**src/hw/rta_regs.vh**
```
`ifndef RTA_REGS_VH
`define RTA_REGS_VH

// ----------------------------------------
// register byte offsets
// ----------------------------------------
`define RTA_CONTROL_OFF   6'h00
`define RTA_CORE_CLOCK_SELECT_FIELD_OFF    6'h04
`define RTA_IRQ_EN_OFF    6'h08
`define RTA_RAW_STAT_OFF  6'h0c
`define RTA_IRQ_CLR_OFF   6'h10
`define RTA_TICK_RLD_OFF  6'h14
`define RTA_TICK_CNT_OFF  6'h18
`define RTA_ALARM_RLD_OFF 6'h1c
`define RTA_TIME_CNT_OFF  6'h20

// ----------------------------------------
// field positions
// ----------------------------------------
`define RTA_RUN_BIT       0
`define RTA_TICK_BIT      0
`define RTA_MATCH_BIT     1
`define RTA_WRAP_BIT      2
`define RTA_CORE_CLOCK_SELECT_FIELD_MSB    1
`define RTA_TICK_RLD_MSB  19

// ----------------------------------------
// reset values
// ----------------------------------------
`define RTA_TICK_RLD_RST  20'h08000
`define RTA_ALARM_RLD_RST 32'hffffffff
`define RTA_ALL_ONES      32'hffffffff

// ----------------------------------------
// core clock select codes
// ----------------------------------------
`define RTA_SEL_INTERNAL_LOW_SPEED_OSC      2'h0
`define RTA_SEL_ELS       2'h1
`define RTA_SEL_EHS       2'h3

// ----------------------------------------
// fixed high-speed divider
// ----------------------------------------
`define RTA_EHS_DIV_W     7
`define RTA_EHS_DIV_LAST  7'h7f

`endif

```
**src/hw/rta_tick_alarm.v**
```verilog
// Design decision made here: the AHB-Lite slave port.
`timescale 1ns/1ps
`default_nettype none
`include "rta_regs.vh"

module rta_tick_alarm #(
  parameter SYNC_W = 3
) (
  // clock and resets
  input  wire        hclk,
  input  wire        hresetn,
  input  wire        deep_sleep_wake_reset,
  // ahb-lite slave
  input  wire        hsel,
  input  wire [31:0] haddr,
  input  wire [1:0]  htrans,
  input  wire        hwrite,
  input  wire [2:0]  hsize,
  input  wire [31:0] hwdata,
  input  wire        hready,
  output reg  [31:0] hrdata,
  output reg         hreadyout,
  output reg         hresp,
  // core clock sources
  input  wire        internal_low_speed_osc,
  input  wire        external_low_speed_crystal,
  input  wire        external_high_speed_crystal,
  // interrupt lines
  output reg         tick_irq,
  output reg         match_irq,
  output reg         wrap_irq
);

  // ----------------------------------------
  // address decode
  // ----------------------------------------
  function hit;
    input [5:0] addr;
    input [5:0] off;
    begin
      hit = (addr == off);
    end
  endfunction

  // ----------------------------------------
  // bus address phase capture
  // ----------------------------------------
  wire       addr_ok;
  reg        wr_pend_reg;
  reg  [5:0] wr_addr_reg;

  assign addr_ok = hsel & htrans[1] & hready;

  always @(posedge hclk or negedge hresetn) begin
    if (!hresetn) begin
      wr_pend_reg <= 1'b0;
      wr_addr_reg <= 6'h00;
      hreadyout   <= 1'b0;
      hresp       <= 1'b0;
    end else begin
      wr_pend_reg <= addr_ok & hwrite & (haddr[31:6] == 26'h0000000);
      wr_addr_reg <= haddr[5:0];
      hreadyout   <= 1'b1;
      hresp       <= 1'b0;
    end
  end

  // ----------------------------------------
  // write strobes in data phase
  // ----------------------------------------
  wire we_ctrl;
  wire we_sel;
  wire we_ie;
  wire we_clr;
  wire we_trld;
  wire we_arld;

  assign we_ctrl = wr_pend_reg & hit(wr_addr_reg, `RTA_CONTROL_OFF);
  assign we_sel  = wr_pend_reg & hit(wr_addr_reg, `RTA_CORE_CLOCK_SELECT_FIELD_OFF);
  assign we_ie   = wr_pend_reg & hit(wr_addr_reg, `RTA_IRQ_EN_OFF);
  assign we_clr  = wr_pend_reg & hit(wr_addr_reg, `RTA_IRQ_CLR_OFF);
  assign we_trld = wr_pend_reg & hit(wr_addr_reg, `RTA_TICK_RLD_OFF);
  assign we_arld = wr_pend_reg & hit(wr_addr_reg, `RTA_ALARM_RLD_OFF);

  // ----------------------------------------
  // control registers
  // ----------------------------------------
  reg        run_reg;
  reg  [1:0] sel_reg;
  reg  [2:0] ie_reg;
  wire       run_rise;
  wire       sel_change;

  assign run_rise   = we_ctrl & hwdata[`RTA_RUN_BIT] & ~run_reg;
  assign sel_change = we_sel & (hwdata[`RTA_CORE_CLOCK_SELECT_FIELD_MSB:0] != sel_reg);

  always @(posedge hclk or negedge hresetn) begin
    if (!hresetn) begin
      run_reg <= 1'b0;
      sel_reg <= `RTA_SEL_INTERNAL_LOW_SPEED_OSC;
      ie_reg  <= 3'h0;
    end else begin
      if (we_ctrl) begin
        run_reg <= hwdata[`RTA_RUN_BIT];
      end
      if (we_sel) begin
        sel_reg <= hwdata[`RTA_CORE_CLOCK_SELECT_FIELD_MSB:0];
      end
      if (we_ie) begin
        ie_reg <= hwdata[`RTA_WRAP_BIT:`RTA_TICK_BIT];
      end
    end
  end

  // ----------------------------------------
  // core clock sampling
  // ----------------------------------------
  wire [SYNC_W-1:0] src_in;
  reg  [SYNC_W-1:0] src_s1_reg;
  reg  [SYNC_W-1:0] src_s2_reg;
  reg  [SYNC_W-1:0] src_s3_reg;
  wire [SYNC_W-1:0] src_rise;

  assign src_in = {external_high_speed_crystal,
                   external_low_speed_crystal,
                   internal_low_speed_osc};

  genvar gi;
  generate
    for (gi = 0; gi < SYNC_W; gi = gi + 1) begin : g_sync
      always @(posedge hclk or negedge hresetn) begin
        if (!hresetn) begin
          src_s1_reg[gi] <= 1'b0;
          src_s2_reg[gi] <= 1'b0;
          src_s3_reg[gi] <= 1'b0;
        end else begin
          src_s1_reg[gi] <= src_in[gi];
          src_s2_reg[gi] <= src_s1_reg[gi];
          src_s3_reg[gi] <= src_s2_reg[gi];
        end
      end
      assign src_rise[gi] = src_s2_reg[gi] & ~src_s3_reg[gi];
    end
  endgenerate

  // ----------------------------------------
  // high-speed divide by 128
  // ----------------------------------------
  reg  [`RTA_EHS_DIV_W-1:0] ehs_div_reg;
  wire                      ehs_ce;

  assign ehs_ce = src_rise[2] & (ehs_div_reg == `RTA_EHS_DIV_LAST);

  always @(posedge hclk or negedge hresetn) begin
    if (!hresetn) begin
      ehs_div_reg <= {`RTA_EHS_DIV_W{1'b0}};
    end else if (src_rise[2]) begin
      ehs_div_reg <= ehs_div_reg + 1'b1;
    end
  end

  // ----------------------------------------
  // core clock select
  // ----------------------------------------
  reg core_ce;

  always @* begin
    case (sel_reg)
      `RTA_SEL_INTERNAL_LOW_SPEED_OSC: core_ce = src_rise[0];
      `RTA_SEL_ELS:  core_ce = src_rise[1];
      `RTA_SEL_EHS:  core_ce = ehs_ce;
      default:       core_ce = 1'b0;
    endcase
  end

  // ----------------------------------------
  // reload registers
  // ----------------------------------------
  reg  [19:0] tick_reload_value_reg;
  reg  [31:0] alarm_reload_value_reg;
  wire [19:0] wr_tick_rld;

  assign wr_tick_rld = hwdata[`RTA_TICK_RLD_MSB:0];

  always @(posedge hclk or negedge hresetn) begin
    if (!hresetn) begin
      tick_reload_value_reg  <= `RTA_TICK_RLD_RST;
      alarm_reload_value_reg <= `RTA_ALARM_RLD_RST;
    end else if (deep_sleep_wake_reset) begin
      tick_reload_value_reg  <= `RTA_TICK_RLD_RST;
      alarm_reload_value_reg <= `RTA_ALARM_RLD_RST;
    end else begin
      if (we_trld) begin
        if (wr_tick_rld == 20'h00000) begin
          tick_reload_value_reg <= `RTA_TICK_RLD_RST;
        end else begin
          tick_reload_value_reg <= wr_tick_rld;
        end
      end
      if (we_arld) begin
        if (hwdata == 32'h00000000) begin
          alarm_reload_value_reg <= `RTA_ALARM_RLD_RST;
        end else begin
          alarm_reload_value_reg <= hwdata;
        end
      end
    end
  end

  // ----------------------------------------
  // counter clear causes
  // ----------------------------------------
  wire div_clr;
  wire time_clr;

  assign div_clr  = deep_sleep_wake_reset | run_rise | sel_change | we_trld;
  assign time_clr = div_clr | we_arld;

  // ----------------------------------------
  // tick divider and time counter
  // ----------------------------------------
  reg  [19:0] tick_divider_count_reg;
  reg  [31:0] time_counter_reg;
  reg         tick_pulse_reg;
  wire        step;
  wire        tick_match;
  wire [31:0] time_plus;

  assign step       = run_reg & core_ce;
  assign tick_match = step & (tick_divider_count_reg == tick_reload_value_reg);
  assign time_plus  = time_counter_reg + 32'h00000001;

  always @(posedge hclk or negedge hresetn) begin
    if (!hresetn) begin
      tick_divider_count_reg <= 20'h00000;
    end else if (div_clr) begin
      tick_divider_count_reg <= 20'h00000;
    end else if (tick_match) begin
      tick_divider_count_reg <= 20'h00000;
    end else if (step) begin
      tick_divider_count_reg <= tick_divider_count_reg + 20'h00001;
    end
  end

  always @(posedge hclk or negedge hresetn) begin
    if (!hresetn) begin
      tick_pulse_reg   <= 1'b0;
      time_counter_reg <= 32'h00000000;
    end else if (time_clr) begin
      tick_pulse_reg   <= 1'b0;
      time_counter_reg <= 32'h00000000;
    end else if (step) begin
      tick_pulse_reg <= tick_match;
      if (tick_pulse_reg) begin
        time_counter_reg <= time_plus;
      end
    end
  end

  // ----------------------------------------
  // flag set and clear
  // ----------------------------------------
  wire [2:0] flag_set;
  wire [2:0] flag_clr;
  reg  [2:0] flag_reg;
  wire [2:0] flag_next;

  assign flag_set[`RTA_TICK_BIT]  = tick_match;
  assign flag_set[`RTA_MATCH_BIT] = tick_match & (time_plus == alarm_reload_value_reg);
  assign flag_set[`RTA_WRAP_BIT]  = tick_match & (time_counter_reg == `RTA_ALL_ONES);
  assign flag_clr  = {3{we_clr}} & hwdata[`RTA_WRAP_BIT:`RTA_TICK_BIT];
  assign flag_next = (flag_reg & ~flag_clr) | flag_set;

  always @(posedge hclk or negedge hresetn) begin
    if (!hresetn) begin
      flag_reg  <= 3'h0;
      tick_irq  <= 1'b0;
      match_irq <= 1'b0;
      wrap_irq  <= 1'b0;
    end else begin
      flag_reg  <= flag_next;
      tick_irq  <= flag_next[`RTA_TICK_BIT] & ie_reg[`RTA_TICK_BIT];
      match_irq <= flag_next[`RTA_MATCH_BIT] & ie_reg[`RTA_MATCH_BIT];
      wrap_irq  <= flag_next[`RTA_WRAP_BIT] & ie_reg[`RTA_WRAP_BIT];
    end
  end

  // ----------------------------------------
  // read data
  // ----------------------------------------
  reg [31:0] rdata;

  always @* begin
    rdata = 32'h00000000;
    if (haddr[31:6] == 26'h0000000) begin
      case (haddr[5:0])
        `RTA_CONTROL_OFF:   rdata[`RTA_RUN_BIT] = run_reg;
        `RTA_CORE_CLOCK_SELECT_FIELD_OFF:    rdata[`RTA_CORE_CLOCK_SELECT_FIELD_MSB:0] = sel_reg;
        `RTA_IRQ_EN_OFF:    rdata[`RTA_WRAP_BIT:`RTA_TICK_BIT] = ie_reg;
        `RTA_RAW_STAT_OFF:  rdata[`RTA_WRAP_BIT:`RTA_TICK_BIT] = flag_reg;
        `RTA_TICK_RLD_OFF:  rdata[`RTA_TICK_RLD_MSB:0] = tick_reload_value_reg;
        `RTA_TICK_CNT_OFF:  rdata[`RTA_TICK_RLD_MSB:0] = tick_divider_count_reg;
        `RTA_ALARM_RLD_OFF: rdata = alarm_reload_value_reg;
        `RTA_TIME_CNT_OFF:  rdata = time_counter_reg;
        default:            rdata = 32'h00000000;
      endcase
    end
  end

  always @(posedge hclk or negedge hresetn) begin
    if (!hresetn) begin
      hrdata <= 32'h00000000;
    end else if (addr_ok & ~hwrite) begin
      hrdata <= rdata;
    end
  end

endmodule
`default_nettype wire

```
**config.mk**
```make
export PLATFORM = sky130hd
export DESIGN_NAME = rta_tick_alarm
export DESIGN_NICKNAME = d
export VERILOG_FILES = /design/src/hw/rta_tick_alarm.v
export VERILOG_INCLUDE_DIRS = /design/src /design/src/hw
export SDC_FILE = /design/constraint.sdc
export NUM_CORES = 1
export LEC_CHECK = 0
export ABC_AREA = 0
export BUFFER_PORTS_ARGS = -buffer_cell sky130_fd_sc_hd__buf_2
export CORE_MARGIN = 2
export CORE_UTILIZATION = 53
export CTS_CLUSTER_DIAMETER = 80
export DETAILED_ROUTE_END_ITERATION = 7
export PLACE_DENSITY = 0.74
export SYNTH_ARGS = -nofsm -noshare
export SYNTH_HDL_FRONTEND = slang
export SYNTH_SLANG_ARGS = --single-unit
```
**constraint.sdc**
```tcl
create_clock -name hclk -period 2.9 [get_ports hclk]
set_clock_uncertainty 0.1 [all_clocks]
set_input_delay 0.58 -clock hclk [delete_from_list [all_inputs] [get_ports hclk]]
set_output_delay 0.58 -clock hclk [all_outputs]
set_load 0.005 [all_outputs]
```
==> metrics.md, run 1 <==
| Metric | Value |
|---|---|
| WP data required | 3150 ps |
| Worst slack at placement | -122 ps |
| Synth Register Bits | 173 |
| TritonCTS buffer count | 17 |
| Max frequency | ~360 MHz |
| Final Cell Area | 11000 um^2 |
| Status | finished with violations |
| Delay of the slowest critical-path stage | 680 ps |
| Met1 GRT Util | around 39% |
| Total Routing Usage GR | 29.0% |
| Compound-Gate Fraction of Synth Area | 16.4% |
| Post-CTS setup buffers | 0 |
| Vias | 8202 |
| Worst setup SP type | flop |
| Largest family of logic cells by synthesized area | simple AND/OR/NAND/NOR gates |
| Initial antenna violation count | 0 |
| Count of final setup violators | 0 |
| Max-Slew Margin vs Limit | 55.4% |
| CTS tree | built |
| RSZ-0062 raised after global routing | no |
| Crit. End Element | flop |
| Pleak | 4.38 nW |
| Synth Area in Simple Gates | between 20% and 30% |
| DRC viols | 0 |
| Die area | 18500 um^2 |
| TritonRoute pass-1 iters | 5 |
| Vias per inst | 6.13 |
| Synth area leader | dfrtp_1 |
| HPWL after DPL | roughly 19000 um |
| Seq/Total Area, Yosys | 47.2% |
| WL/cell | 19.5 um |
| Synth cell count leaders | dfrtp_1 (140), nand2_1 (119), xnor2_1 (73) |
| Asr flop ratio synth | 100% |
| Global-route met3 utilization | under 10% |
| Area Overhead vs Synth | 18.8% |
| Layout Cells excl Fill | 1339 |
| CP max stage cell | or4b_2 |
| Mapped Area | 9260 um^2 |
| Top cell type's share of synthesized area | 37.8% |
| Final core occ | 64.0% |
| Final worst-path cycle share | 95.7% |
| Multiplexer share of the synthesized area | under 10% |
| Crit Path Class | reg -> reg |
| H-tree depth | 4 |
| CTS max path bufs | 2 |
| Worst-case reg-to-reg path depth | 7 |
| Distinct cells, synth | 68 |
| Setup ws final | 124 ps |
| Placed insts | 1307 |
| Die Span X | 136 um |
| Met2 Resource Use GR | between 40% and 50% |
| Max-cap check violation count | 0 |
| Top FF cell, synth | dfrtp_1 |
| Routed Antenna Nets | 0 |
| Final #Nets | about 1200 |
| CP arrival | 3030 ps |
| Cell Area, Placed | approximately 10000 um^2 |
| Ant diodes | 0 |
| Row cnt | between 40 and 50 |
| Failing checks | hold timing |
| Worst Hold Class | in -> async |
| Num ports | 115 |
| Xor/xnor share of the synthesized area | 10.0% |
| Post-Route Setup TNS | 0 ps |
| Top fanout value on the critical path | 4 |
| Measured slew at the worst slew-check pin | 670 ps |
| Yosys warnings | 0 |
| Fin crit period | 2780 ps |
| Clock slew at reported path FFs | 70 ps |
| Peak VDD IR | 0.413 mV |
| Pwr per Cell Area | 469 nW/um^2 |
| Synthesized-area fraction occupied by adder cells | 0.405% |
| Mapped Avg Cell Area | 9.52 um^2 |
| Final Hold Slack | -19.0 ps |
| Grt ovf | 0 |
| WL final | 26100 um |
| Ranking of synthesized cells by area | dfrtp_1 (38%), dfstp_2 (9.4%), xnor2_1 (6.9%), nand2_1 (4.8%), o21ai_0 (3.4%) |
| # port buffers | 109 |
| Clk_lat worst skew | 440 ps |
| Tot Pwr | 5.16 mW |
| CTS Sinks | 173 |
| Post-synth EDFFs | 0 |
| Most frequent cell after synthesis | dfrtp_1 |
| Reg2reg setup slack | 120 ps |
| Cell count after synthesis | 973 |
| First-pass GRT wire length | 41200 um |
| R2r endpoint | match_irq |
| Starting Density | between 50% and 60% |
| Core Area | 17200 um^2 |
| GPL Wtd Cong | 0.945 |
| Chip height | 136 um |
| CP Cell Sequence | xor2_1 -> a31oi_1 -> or4b_2 -> a2111oi_4 -> buf_4 -> o211ai_1 -> o32ai_2 |
| Vias in the first global route | between 7000 and 8000 |
| Initial drt markers | 828 |
| Largest net degree at the start of global routing | 58 |
| Reg2Reg Launch Point | alarm_reload_value_reg[8] |
| Fin. max-slew vios | 0 |
| Syn_nets | around 1100 |
| CTS root buffer | clkbuf_16 |
| Final hold vios | 5 |
| Grt peak-use layer | met2 |
| Layout cells sized above 1 | 24.1% |
[what timing repair did]
item	in CTS	in global routing
hold buffers	0	0
pin swaps	0	1
setup endpoints to repair	2	2
gates resized for setup	2	5
[worst max-delay path by stage]
| stage | from | endpoint | depth (start not counted) |
|---|---|---|---|
| floorplan | time_counter_reg[1] | match_irq | 8 |
| global placement | time_counter_reg[0] | match_irq | 8 |
| detailed placement | time_counter_reg[0] | match_irq | 8 |
| CTS | time_counter_reg[0] | flag_reg[1] | 8 |
| global route | time_counter_reg[0] | match_irq | 9 |
| finish | alarm_reload_value_reg[8] | match_irq | 7 |
[power breakdown]
part           leakage, nW  switching [mW]  internal, mW
registers             2.20          0.0465          2.46
logic                 1.88           0.175         0.113
clock network        0.302            1.11          1.25
total                 4.38            1.33          3.83
[final cells by class]
cell class / count / area, um^2
Clock buffer: 17 / 425
Timing Repair Buffer: 175 / 1080
Clock inverter: 15 / 190
Sequential cell: 173 / 4370
Fill cell: 1450 / 6180
Tap cell: 225 / 282
Inverter: 14 / 52.6
Multi-Input combinational cell: 720 / 4590
[logic make-up after synthesis]
logic type	count (synthesis)
other cells	2
xor+xnor	106
flops	173
mux	9
compound gates	218
fa+ha+maj	3
buf+inv	80
simple gates	382
[critical path, delay by kind of cell, from the launching register on]
family                    cells  cell delay (ps)
buffers and inverters         1              160
xor gates and xnor gates      1              300
DFF                           1              590
and+or+nand+nor               1              680
AOI/OAI and AO/OA             4              870
[layout by cell type (no fill, tap or decap), types with 6 or more instances in the layout]
master,Yosys,routed
nand2b_1,6,6
nand3_1,36,36
o21ai_0,63,63
or3_1,18,18
nand2_1,119,119
nor3b_1,6,6
nor3_1,29,28
inv_1,14,14
a22o_1,19,19
clkbuf_16,0,17
nor2b_1,12,12
dfrtp_1,140,138
buf_4,5,63
a21oi_1,41,41
nand4_1,31,31
xnor2_1,73,73
nor4_1,24,24
buf_2,12,108
a22oi_1,12,12
o22a_1,33,33
inv_8,0,6
dfstp_2,33,33
xor2_1,33,33
a221oi_1,19,19
nor2_1,70,69
[metal layers]
| metal | up-vias | part of all wire [%] |
|---|---|---|
| li1 | 3764 | - |
| met1 | 4040 | 42 |
| met2 | 343 | 49 |
| met3 | 55 | 6.3 |
| met4 | 0 | 2.7 |
| met5 | - | 0 |
Power figures use the tool's default switching activity.
==> run 2, diff against run 1 <==
- PLACE_DENSITY: 0.74 -> unset
- PLACE_DENSITY_LB_ADDON: unset -> 0.1
==> run 2 against run 1 <==
  * The flow now finishes without violations
  * Via count down 1.7%
  * Hold slack improved by 160 ps
  * Setup slack gained 21 ps
  * Die area did not move
  * Final cell count up 0.52%
  * Clock power about the same
  * Design area increased by 0.65%
  * Fmax increased by 0.74%
  * Sequential power barely moved
  * Core utilization grew 0.42 points
  * Total power up 0.28%
  * Non-clock buffer count grew 7
  * Critical endpoint is now flag_reg[1]
  * Highest routed layer unchanged
==> metrics.md, run 2 (synthesis results as in run 1) <==
| Metric | Value |
|---|---|
| Worst slack at placement | -115 ps (was -122 ps) |
| CTS Sinks | 173 (unchanged) |
| Max frequency | 363 MHz (was 360 MHz) |
| H-tree depth | 4 (unchanged) |
| # port buffers | 109 (unchanged) |
| Initial drt markers | 707 (was 828) |
| Worst hold path stage count | 1 |
| Chip height | 136 um (unchanged) |
| TritonRoute pass-1 iters | 6 (was 5) |
| Measured slew at the worst slew-check pin | 791 ps (was 670 ps) |
| Most common cell after layout, fill and taps aside | dfrtp_1 (unchanged) |
| Post-CTS setup buffers | 0 (unchanged) |
| Crit. End Element | flop (unchanged) |
| WL/cell | 19.8 um (was 19.5 um) |
| WP data required | 3120 ps (was 3150 ps) |
| Starting Density | 53.9% (unchanged) |
| Grt ovf | 0 (unchanged) |
| Fin crit period | 2760 ps (was 2780 ps) |
| CTS root buffer | clkbuf_16 (unchanged) |
| Fin. max-slew vios | 0 (unchanged) |
| Row cnt | 48 (unchanged) |
| Pwr per Cell Area | 468 nW/um^2 (was 469 nW/um^2) |
| Worst setup SP type | flop (unchanged) |
| Cell Area, Placed | 10400 um^2 (about the same) |
| Layout cells sized above 1 | 24.9% (was 24.1%) |
| Delay of the slowest critical-path stage | 590 ps (was 680 ps) |
| Peak VDD IR | 0.432 mV (was 0.413 mV) |
| GPL Wtd Cong | 0.910 (was 0.945) |
| CP arrival | 2980 ps (was 3030 ps) |
| Top fanout value on the critical path | 6 (was 4) |
| WL final | 26700 um (was 26100 um) |
| Clock slew at reported path FFs | 70 ps (about the same) |
| Worst Hold Class | in -> reg (was in -> async) |
| Area Overhead vs Synth | 19.5% (was 18.8%) |
| RSZ-0062 raised after global routing | no (unchanged) |
| Final #Nets | 1189 (was 1182) |
| Count of final setup violators | 0 (unchanged) |
| Vias per inst | 5.99 (was 6.13) |
| Fill count | 1457 (was 1450) |
| Layout Cells excl Fill | 1346 (was 1339) |
| Initial antenna violation count | 0 (unchanged) |
| CTS max path bufs | 2 (unchanged) |
| Vias | 8061 (was 8202) |
| First-pass GRT wire length | 42300 um (was 41200 um) |
| Routed Antenna Nets | 0 (unchanged) |
| Reg2reg setup slack | 140 ps (was 120 ps) |
| Core Area | 17200 um^2 (unchanged) |
| Total Routing Usage GR | 29.8% (was 29.0%) |
| Final Hold Slack | 144 ps (was -19.0 ps) |
| TritonCTS buffer count | 17 (unchanged) |
| Max-cap check violation count | 0 (unchanged) |
| Setup ws final | 145 ps (was 124 ps) |
| Largest net degree at the start of global routing | 55 (was 58) |
| Pleak | 4.41 nW (was 4.38 nW) |
| CP max stage cell | or4_4 (was or4b_2) |
| Worst-case reg-to-reg path depth | 7 (unchanged) |
| DRC viols | 0 (unchanged) |
| Crit Path Class | reg -> reg (unchanged) |
| Max-Slew Margin vs Limit | 46.7% (was 55.4%) |
| Num ports | 115 (unchanged) |
| Ant diodes | 0 (unchanged) |
| CP Cell Sequence | nand2_1 -> or4_4 -> a2111oi_4 -> a21oi_1 -> a2111oi_2 -> nand4_1 -> o31ai_1 (was xor2_1 -> a31oi_1 -> or4b_2 -> a2111oi_4 -> buf_4 -> o211ai_1 -> o32ai_2) |
| Commonest cells after routing, fill and taps aside | dfrtp_1 (136), nand2_1 (118), buf_2 (108) (was dfrtp_1 (138), nand2_1 (119), buf_2 (108)) |
| Die area | 18500 um^2 (unchanged) |
| Vias in the first global route | 7781 (was 7808) |
| Final hold vios | 0 (was 5) |
| Die Span X | 136 um (unchanged) |
| CTS tree | built (unchanged) |
| Placed insts | 1313 (was 1307) |
| Final Cell Area | 11100 um^2 (was 11000 um^2) |
| Status | finished clean (was finished with violations) |
| HPWL after DPL | 19400 um (was 19200 um) |
| Final worst-path cycle share | 95.0% (was 95.7%) |
| Clk_lat worst skew | 440 ps (about the same) |
==> run 2: changes by cell type in the layout (fill, tap and decap cells not counted), moves of 2 or more <==
| cell | delta |
|---|---|
| dfrtp_2 | +2 |
| dfrtp_1 | -2 |
| buf_4 | +5 |
| inv_6 | +2 |
| inv_8 | -3 |
| clkinv_8 | -2 |
==> run 2: critical path: cells and delay by family, from the launching register on <==
| family | cells | cell delay, ps |
|---|---|---|
| simple gates | 3 | 980 |
| flops | 1 | 480 |
| compound gates | 4 | 1060 |
==> run 2: worst paths after layout <==
check	from	to
max	time_counter_reg[5]	flag_reg[1]
min	internal_low_speed_osc	src_s1_reg[0]
max reg2reg	time_counter_reg[5]	flag_reg[1]
min reg2reg	src_s1_reg[0]	src_s2_reg[0]
max in group asynchronous	hresetn	alarm_reload_value_reg[15]
min in group asynchronous	hresetn	hrdata[21]
==> run 2: power breakdown <==
group | total [mW] | switching [mW] | internal (mW)
clock | 2.37 | 1.06 | 1.31
sequential | 2.51 | 0.0466 | 2.47
combinational | 0.291 | 0.176 | 0.115
==> run 2: area by class of cell <==
type                       instances  area (um^2)  area share (%)
timing repair buffer             182         1140            10.3
sequential                       173         4380            39.5
multi-input combinational        720         4610            41.6
inverter                          14         52.6           0.475
clock buffer                      18          429            3.88
clock inverter                    14          176            1.59
tap                              225          282            2.54
==> run 2: per-stage QoR <==
step           power (mW)  setup TNS, ps  utilization, %
3_3_place_gp         2.84         -0.705            60.5
6_report             5.17              0            64.4
4_1_cts              5.20              0            64.2
3_5_place_dp         2.85           -229            60.5
2_1_floorplan        2.67              0               -
5_1_grt              5.34              0            64.4
==> run 2: repair_timing <==
action,4_1_cts,5_1_grt
pin swaps,0,6
endpoints found under the setup margin,2,2
resized for setup,2,13
hold buffers,1,0
endpoints found under the hold margin,2,0
==> run 2: metal layers <==
| layer | wire length (um) | global-route usage, % | vias up | share of wire (%) |
|---|---|---|---|---|
| met5 | 0 | 0 | - | 0 |
| met4 | 796 | 10.9 | 0 | 3.0 |
| met3 | 1560 | 4.81 | 58 | 5.8 |
| met2 | 12500 | 47.3 | 284 | 47 |
| met1 | 11800 | 41.5 | 3954 | 44 |
| li1 | - | - | 3765 | - |
